`src/hdl/pac_pkg.sv`:
```
// package for the power control and alarm status register bank
// assumes 16-bit register addresses and 8-bit register data
package pac_pkg;

    localparam int ADDR_W = 16;
    localparam int DATA_W = 8;

    // power control block
    localparam logic [15:0] ADDR_PWR_PATH = 16'h00A0;
    localparam logic [15:0] ADDR_PWR_AUX = 16'h00A1;
    localparam logic [15:0] ADDR_PWR_FB = 16'h00A2;

    // interrupt status block
    localparam logic [15:0] ADDR_STAT0 = 16'h0200;
    localparam logic [15:0] ADDR_STAT1 = 16'h0201;
    localparam logic [15:0] ADDR_STAT2 = 16'h0202;
    localparam logic [15:0] ADDR_STAT3 = 16'h0203;

    // field positions in the path byte
    localparam int BIT_PATH_A = 0;
    localparam int BIT_PATH_B = 1;
    localparam int BIT_PATH_C = 2;
    localparam int BIT_PATH_D = 3;

    // field positions in the auxiliary byte
    localparam int BIT_PATH_I = 0;
    localparam int BIT_PATH_J = 1;
    localparam int BIT_REF = 4;

    // field position in the feedback byte
    localparam int BIT_FB_INT = 1;

    // field positions in status byte one
    localparam int BIT_LOCK_LOSS = 0;
    localparam int BIT_SIGNAL_LOSS = 1;

    // reset values
    localparam logic [7:0] RST_BYTE = 8'h00;
    localparam logic RST_BIT = 1'b0;

    // stages of the alarm input synchroniser
    localparam int SYNC_STAGES = 3;

    typedef struct packed {
        logic pathAPowerdown;
        logic pathBPowerdown;
        logic pathCPowerdown;
        logic pathDPowerdown;
        logic pathIPowerdown;
        logic pathJPowerdown;
        logic refPowerdown;
        logic feedbackIntegerSelect;
    } pac_power_t;

    typedef struct packed {
        logic lockLoss;
        logic signalLoss;
    } pac_alarm_t;

endpackage

```
`src/hdl/pac_power_alarm_regs.sv`:
```
// power-down controls and sticky alarm status behind the serial port
// assumes a serial port engine issuing byte reads and writes, one per
// strobe, and alarm levels arriving from outside the clock domain
//
// Behaviour
// - reference output bit one powers its buffer down, zero runs it
// - path bit one powers divider, buffers and mux down, zero enables
// - feedback bit zero selects fractional mode, one integer mode
// - alarm condition sets its matching status bit
// - status bit stays set until a one is written to it
// - alarm pins follow the live alarm, never latched
// - lock loss bit in byte 0201 reads one after any lock loss seen on two successive ref_clk samples
// - signal loss bit reads one after any input signal loss seen on two successive ref_clk samples
`timescale 1ns/10ps
module pac_power_alarm_regs (
    input wire logic ref_clk,
    input wire logic rst,
    input wire logic [15:0] regAddr,
    input wire logic regWrEn,
    input wire logic [7:0] regWrData,
    input wire logic regRdEn,
    output logic [7:0] regRdData,
    output logic regRdValid,
    input wire pac_pkg::pac_alarm_t alarmIn,
    output pac_pkg::pac_power_t powerCtrl,
    output pac_pkg::pac_alarm_t alarmPin,
    output pac_pkg::pac_alarm_t alarmSticky
);
    import pac_pkg::*;

    // sticky next value: set has priority over write-one clear
    function automatic logic stickyNext(
        input logic cur,
        input logic setEv,
        input logic clrEv
    );
        logic res;
        res = setEv | (cur & ~clrEv);
        return res;
    endfunction

    // address decode
    logic selPath;
    logic selAux;
    logic selFb;
    logic selStat0;
    logic selStat1;
    logic selStat2;
    logic selStat3;

    assign selPath = (regAddr == ADDR_PWR_PATH);
    assign selAux = (regAddr == ADDR_PWR_AUX);
    assign selFb = (regAddr == ADDR_PWR_FB);
    assign selStat0 = (regAddr == ADDR_STAT0);
    assign selStat1 = (regAddr == ADDR_STAT1);
    assign selStat2 = (regAddr == ADDR_STAT2);
    assign selStat3 = (regAddr == ADDR_STAT3);

    // write strobes
    logic wrPath;
    logic wrAux;
    logic wrFb;
    logic wrStat1;

    assign wrPath = regWrEn & selPath;
    assign wrAux = regWrEn & selAux;
    assign wrFb = regWrEn & selFb;
    assign wrStat1 = regWrEn & selStat1;

    // power control storage
    pac_power_t power_q;
    pac_power_t power_d;

    always_comb begin
        power_d = power_q;
        if (wrPath) begin
            power_d.pathAPowerdown = regWrData[BIT_PATH_A];
            power_d.pathBPowerdown = regWrData[BIT_PATH_B];
            power_d.pathCPowerdown = regWrData[BIT_PATH_C];
            power_d.pathDPowerdown = regWrData[BIT_PATH_D];
        end
        if (wrAux) begin
            power_d.pathIPowerdown = regWrData[BIT_PATH_I];
            power_d.pathJPowerdown = regWrData[BIT_PATH_J];
            power_d.refPowerdown = regWrData[BIT_REF];
        end
        if (wrFb) begin
            power_d.feedbackIntegerSelect = regWrData[BIT_FB_INT];
        end
    end

    always_ff @(posedge ref_clk) begin
        if (rst) begin
            power_q <= '0;
        end else begin
            power_q <= power_d;
        end
    end

    assign powerCtrl = power_q;

    // alarm synchroniser and filter
    logic [1:0] alarmLevel;
    pac_alarm_t alarmLive;

    pac_sync_filter #(
        .WIDTH(2)
    ) alarmSync (
        .ref_clk(ref_clk),
        .rst(rst),
        .asyncIn({alarmIn.lockLoss, alarmIn.signalLoss}),
        .levelOut(alarmLevel)
    );

    assign alarmLive.lockLoss = alarmLevel[1];
    assign alarmLive.signalLoss = alarmLevel[0];

    // live alarm pins
    pac_alarm_t pin_q;

    always_ff @(posedge ref_clk) begin
        if (rst) begin
            pin_q <= '0;
        end else begin
            pin_q <= alarmLive;
        end
    end

    assign alarmPin = pin_q;

    // sticky status bits
    logic clrLock;
    logic clrSignal;
    pac_alarm_t sticky_q;
    pac_alarm_t sticky_d;

    assign clrLock = wrStat1 & regWrData[BIT_LOCK_LOSS];
    assign clrSignal = wrStat1 & regWrData[BIT_SIGNAL_LOSS];

    always_comb begin
        sticky_d.lockLoss = stickyNext(sticky_q.lockLoss,
            alarmLive.lockLoss, clrLock);
        sticky_d.signalLoss = stickyNext(sticky_q.signalLoss,
            alarmLive.signalLoss, clrSignal);
    end

    always_ff @(posedge ref_clk) begin
        if (rst) begin
            sticky_q <= '0;
        end else begin
            sticky_q <= sticky_d;
        end
    end

    assign alarmSticky = sticky_q;

    // read data assembly, reserved bits zero
    logic [7:0] rdPath;
    logic [7:0] rdAux;
    logic [7:0] rdFb;
    logic [7:0] rdStat1;
    logic [7:0] rdMux;

    always_comb begin
        rdPath = RST_BYTE;
        rdPath[BIT_PATH_A] = power_q.pathAPowerdown;
        rdPath[BIT_PATH_B] = power_q.pathBPowerdown;
        rdPath[BIT_PATH_C] = power_q.pathCPowerdown;
        rdPath[BIT_PATH_D] = power_q.pathDPowerdown;
    end

    always_comb begin
        rdAux = RST_BYTE;
        rdAux[BIT_PATH_I] = power_q.pathIPowerdown;
        rdAux[BIT_PATH_J] = power_q.pathJPowerdown;
        rdAux[BIT_REF] = power_q.refPowerdown;
    end

    always_comb begin
        rdFb = RST_BYTE;
        rdFb[BIT_FB_INT] = power_q.feedbackIntegerSelect;
    end

    always_comb begin
        rdStat1 = RST_BYTE;
        rdStat1[BIT_LOCK_LOSS] = sticky_q.lockLoss;
        rdStat1[BIT_SIGNAL_LOSS] = sticky_q.signalLoss;
    end

    always_comb begin
        if (selPath) begin
            rdMux = rdPath;
        end else if (selAux) begin
            rdMux = rdAux;
        end else if (selFb) begin
            rdMux = rdFb;
        end else if (selStat1) begin
            rdMux = rdStat1;
        end else if (selStat0 | selStat2 | selStat3) begin
            rdMux = RST_BYTE;
        end else begin
            rdMux = RST_BYTE;
        end
    end

    // read answer one cycle after the strobe
    logic [7:0] rdData_q;
    logic rdValid_q;

    always_ff @(posedge ref_clk) begin
        if (rst) begin
            rdData_q <= RST_BYTE;
            rdValid_q <= RST_BIT;
        end else begin
            rdValid_q <= regRdEn;
            if (regRdEn) begin
                rdData_q <= rdMux;
            end
        end
    end

    assign regRdData = rdData_q;
    assign regRdValid = rdValid_q;

endmodule

```
`src/hdl/pac_sync_filter.sv`:
```
// three-stage synchroniser with agreement filter for alarm levels
// assumes inputs asynchronous to ref_clk; output changes on agreement
`timescale 1ns/10ps
module pac_sync_filter #(
    parameter int WIDTH = 2
) (
    input wire logic ref_clk,
    input wire logic rst,
    input wire logic [WIDTH-1:0] asyncIn,
    output logic [WIDTH-1:0] levelOut
);
    import pac_pkg::*;

    logic [WIDTH-1:0] stage1_q;
    logic [WIDTH-1:0] stage2_q;
    logic [WIDTH-1:0] stage3_q;
    logic [WIDTH-1:0] level_q;
    logic [WIDTH-1:0] level_d;
    logic [WIDTH-1:0] agree;

    assign agree = ~(stage2_q ^ stage3_q);
    assign level_d = (agree & stage3_q) | (~agree & level_q);
    assign levelOut = level_q;

    always_ff @(posedge ref_clk) begin
        if (rst) begin
            stage1_q <= '0;
            stage2_q <= '0;
            stage3_q <= '0;
            level_q <= '0;
        end else begin
            stage1_q <= asyncIn;
            stage2_q <= stage1_q;
            stage3_q <= stage2_q;
            level_q <= level_d;
        end
    end

endmodule

```
`config.mk`:
```
export PLATFORM = sky130hd
export DESIGN_NAME = pac_power_alarm_regs
export DESIGN_NICKNAME = d
export VERILOG_FILES = /design/src/hdl/pac_pkg.sv /design/src/hdl/pac_power_alarm_regs.sv /design/src/hdl/pac_sync_filter.sv
export SDC_FILE = /design/constraint.sdc
export NUM_CORES = 1
export LEC_CHECK = 0
export ABC_CLOCK_PERIOD_IN_PS = 3620
export CORE_MARGIN = 2
export CORE_UTILIZATION = 60
export DETAILED_ROUTE_END_ITERATION = 10
export DONT_BUFFER_PORTS = 1
export PLACE_DENSITY = 0.76
export SETUP_SLACK_MARGIN = 0.4
export SLEW_MARGIN = 20
export SYNTH_ARGS = -nofsm -noshare
export SYNTH_HDL_FRONTEND = slang
export SYNTH_SLANG_ARGS = --single-unit
```
`constraint.sdc`:
```
create_clock -name ref_clk -period 3.62 [get_ports ref_clk]
set_clock_uncertainty 0.2 [all_clocks]
set_input_delay 0.724 -clock ref_clk [delete_from_list [all_inputs] [get_ports ref_clk]]
set_output_delay 0.724 -clock ref_clk [all_outputs]
set_load 0.01 [all_outputs]
```
# --- Word level (Yosys, flattened, before mapping) ---
# Index checks and enable logic that the tools add are counted.
op_classes:
  add_sub_neg: 0
  n_mul: 0
  n_div: 0
  n_lt_le_gt_ge: 0
  eq_ne: 4
  shifts: 0
  muxes: 4
  bitwise_logic: 18
  n_reduce_logical: 0
ops:
  columns: ["cell", "n"]
  rows:
  - ["16-bit by 8-bit == test with 1-bit output (second input constant)", 3]
  - ["16-bit by 10-bit == test with 1-bit output (second input constant)", 1]
  - ["5-bit 2-to-1 mux", 2]
  - ["1-bit bitwise AND", 8]
  - ["2-bit bitwise AND", 2]
  - ["2-bit 2-to-1 mux", 2]
  - ["2-bit NOT", 2]
  - ["1-bit NOT", 2]
  - ["1-bit OR", 2]
  - ["2-bit OR", 1]
  - ["2-bit XOR", 1]
word_totals:
  reg_bits: 29
  latchBits: 0
  mem_bits_rw: 0
  mem_bits_ro: 0
  inputBits: 30
  out_inout_bits: 21
  word_cells: 44
  memories: 0

# --- Depth between registers and ports, before layout ---
depth:
  word_depth: 6
  mapped_depth: 5

# --- Hierarchy ---
# A second synthesis with hierarchy kept.
unflattened:
  cells_unflattened: 130
  hier_area_um2: 1188.6
by_module_without_submodules:
  columns: ["mod", "n_inst", "cells_each", "area_per_inst_um2", "seq_area_each_um2"]
  rows:
  - ["pac_power_alarm_regs", 1, 110, 960.9, 360.3]
  - ["pac_sync_filter", 1, 20, 227.7, 160.2]

# --- Worst setup path before layout ---
# No wires, ideal clock.
synth_timing:
  path_type: "input to register"
  start: "input port regAddr[8]"
  end: "register rdData_q[1] (netlist: regRdData[1])"
  setup_ns: 0.074
  arrival_ns: 1.933
  t_required_ns: 3.346
  slack_ns: 1.412
  stages: 4
  path_buffers: 0
  path_cell_list: "nor3_2 nand4_4 or4_1 a31oi_1"
synth_via:
  elab_chain_len: 5
  word_cells_on_any_way: 8
  cone_classes: "4 x eq/ne; 4 x mux"
synth_rtl:
  columns: ["element", "line_no", "text"]
  rows:
  - ["start: declaration", "pac_power_alarm_regs.sv:18", "input wire logic [15:0] regAddr,"]
  - ["16-bit by 10-bit == test with 1-bit output", "pac_power_alarm_regs.sv:55", "assign selStat1 = (regAddr == ADDR_STAT1);"]
  - ["2-bit 2-to-1 mux", "pac_power_alarm_regs.sv:197", "end else if (selStat1) begin"]
  - ["2-bit 2-to-1 mux", "pac_power_alarm_regs.sv:195", "end else if (selFb) begin"]
  - ["5-bit 2-to-1 mux", "pac_power_alarm_regs.sv:193", "end else if (selAux) begin"]
  - ["5-bit 2-to-1 mux (*)", "pac_power_alarm_regs.sv:191", "if (selPath) begin"]
  - ["end signal: assignment", "pac_power_alarm_regs.sv:217", "rdData_q <= rdMux;"]
  - ["end: declaration", "pac_power_alarm_regs.sv:207", "logic [7:0] rdData_q;"]
# Mark *: on every way between the ends. The rest lies on a longest branch, timed or not.
# A chain may end at the register's enable or synchronous reset.

# --- Worst setup path after layout ---
# Same ends and word-level chain as after synthesis.

==> summary.txt <==
Critical path origin: regAddr[8]
mean post-synth cell area: 9.13 um2
Placement Cell Area: 1160 um2
Period minus WS final: 2.02 ns
CTS Buf Count: 3
top post-synthesis cells by count: dfxtp_1, a21oi_1, nand3_1
Area contributors post-synth: dfxtp_1, a21oi_1, nor2b_1
R2R depth: 4
GR Overflow Total: 0
Leakage Power: 0.000383 uW
H-tree depth: 1
Worst setup SP type: input pin
# setup viols final: 0
Hold WC Path Type: in -> reg
initial antenna violation count: 0
core area: 1780 um2
drt pass-1 iters: 4
CTS root buf: clkbuf_4
Max clock buf depth: 2
Hold Crit Depth: 1
input/output buffers: 0
Synth Area in Compound Gates: 13.9%
GP Congestion: 0.825
commonest register cell after synthesis: dfxtp_1
Synth top area share: 44.5%
Post-Synth XOR/XNOR Area: 0%
status: completed
sequential cell area fraction in the yosys report: 44.5%
CTS Hold Buffers Added: 0
CP max FO: 8
Die Ht: 48.1 um
row cnt: 15
io pins: 51
Clk pin slew, worst setup/hold paths: 0.14 ns
final worst path period share: 55.9%
Yosys warnings: 0
Max Cap Violations: 0
fraction of registers with async set/reset: 0%
first-pass GRT wire length: 3760 um
Slew Limit Fails: 0
vias in the first global route: 883
Simple-Gate Fraction of Synth Area: 37.2%
maximum vdd drop: 0.000236 V
gr usage total: 23.7%
final count of hold timing violations: 0
Slew @ Worst Pin: 0.557 ns
most common cell in the netlist: dfxtp_1
Max Clk Rate: 0.494 GHz
post-synthesis mux area share: 0%
Routed Antenna Nets: 0
Routed Wire Length: 2410 um
setup TNS: 0 ns
Hold Crit Start: rst
PD cells: 424 nW/um2
Yosys top cell by area: dfxtp_1
Vias/cell: 6.18
nets: 158
synthesized cell area: 1170 um2
share of cells above drive strength 1: 11.0%
P&R area growth vs syn: 3.75%
number of diodes: 0
fin area: 1210 um2
Syn Inst Count: 128
Worst R2R Start: powerCtrl[0]
die width: 48.1 um
flops & latches, synth: 26
DRT iter0 DRCs: 11
Detail Placement HPWL: 1790 um
CTS resizes: 0
DRC: 0
kind of critical path: in -> reg
Initial Util: 65.5%
Relative slew margins: 62.7%
Post-synth EDFFs: 0
worst-skew pair later-pin latency: 0.33 ns
RSZ-0062 raised after global routing: false
fillers: 151
worst path required time: 3.70 ns
drt wl/cell: 15.9 um
Distinct cells, synth: 39
total clock sinks: 26
CTS tree: built
postcts setup bufs: 0
largest net degree at the start of global routing: 27
die area: 2320 um2
Crit path arrival time: 2.10 ns
via count: 940
Synth Area in Adders: 0%
CP Capture Type: flop
main combinational cell family by area after synthesis: simple AND/OR/NAND/NOR gates
## where the power goes
| group | switching, uW | internal, uW |
|---|---|---|
| logic | 9.31 | 8.35 |
| registers | 2.11 | 290 |
| clock network | 91.4 | 112 |
## layout make-up
type	count	area, um2	area share, %
Clock inverter	1	30.0	2.48
Tap cell	25	31.3	2.58
Multi-Input combinational cell	97	608	50.2
Sequential cell	26	520	42.9
Clock buffer	3	22.5	1.86
## sequential cells by signal, summed over array words and instances, names as in the netlist, named ones only
name                cells
powerCtrl               8
alarmSync.stage2_q      2
alarmPin                2
regRdData               5
alarmSync.stage3_q      2
alarmSticky             2
regRdValid              1
alarmSync.stage1_q      2
## worst max-delay path: stages
cell	delay (ns)
nor3_2	0.47
nand4_4	0.21
or4_1	0.53
a31oi_1	0.16
## per-layer routing
metal | up-vias | track usage, % | routed length, um
met4 | 0 | 12.4 | 52
met2 | 40 | 41.3 | 1200
met3 | 5 | 4.81 | 161
li1 | 467 | - | -
met1 | 428 | 27.1 | 996
met5 | - | 0 | 0
## through the flow
step / instances / hold WS [ns] / setup slack, ns / util [%] / total power, uW
floorplan: 130 / 0.214 / 1.41 / - / 321
global placement: 148 / 0.221 / 1.27 / 65.1 / 316
detailed placement: 148 / 0.229 / 1.25 / 65.1 / 316
CTS: 152 / 0.227 / 1.61 / 68.0 / 516
global route: 152 / 0.221 / 1.50 / 68.0 / 526
finish: 152 / 0.234 / 1.60 / 68.0 / 514
## worst paths after layout
kind                                 to  slack (ns)
setup / recovery           regRdData[1]        1.60
hold / removal    alarmSync.stage1_q[1]        0.23
setup reg to reg           regRdData[1]        2.21
hold reg to reg   alarmSync.stage2_q[0]        0.25
## cell families (layout without fill, tap and decap cells)
kind of cell / Yosys count / in the layout
simple gates: 65 / 65
other cells: 1 / 3
buf+inv: 7 / 4
flops: 26 / 26
compound gates: 29 / 29
## placed cells by master, fill, tap and decap left out, types with 2 or more instances in the layout
cell type / n
a21oi_1: 14
clkbuf_4: 3
conb_1: 3
dfxtp_1: 26
nand2_1: 6
nand2b_1: 4
nand3_1: 12
nand4_1: 3
nand4b_1: 2
nor2_1: 4
nor2b_1: 11
nor3_1: 3
nor4b_1: 2
o21ai_0: 10
or3_1: 2
No activity file was read; power rests on OpenSTA's default activity.
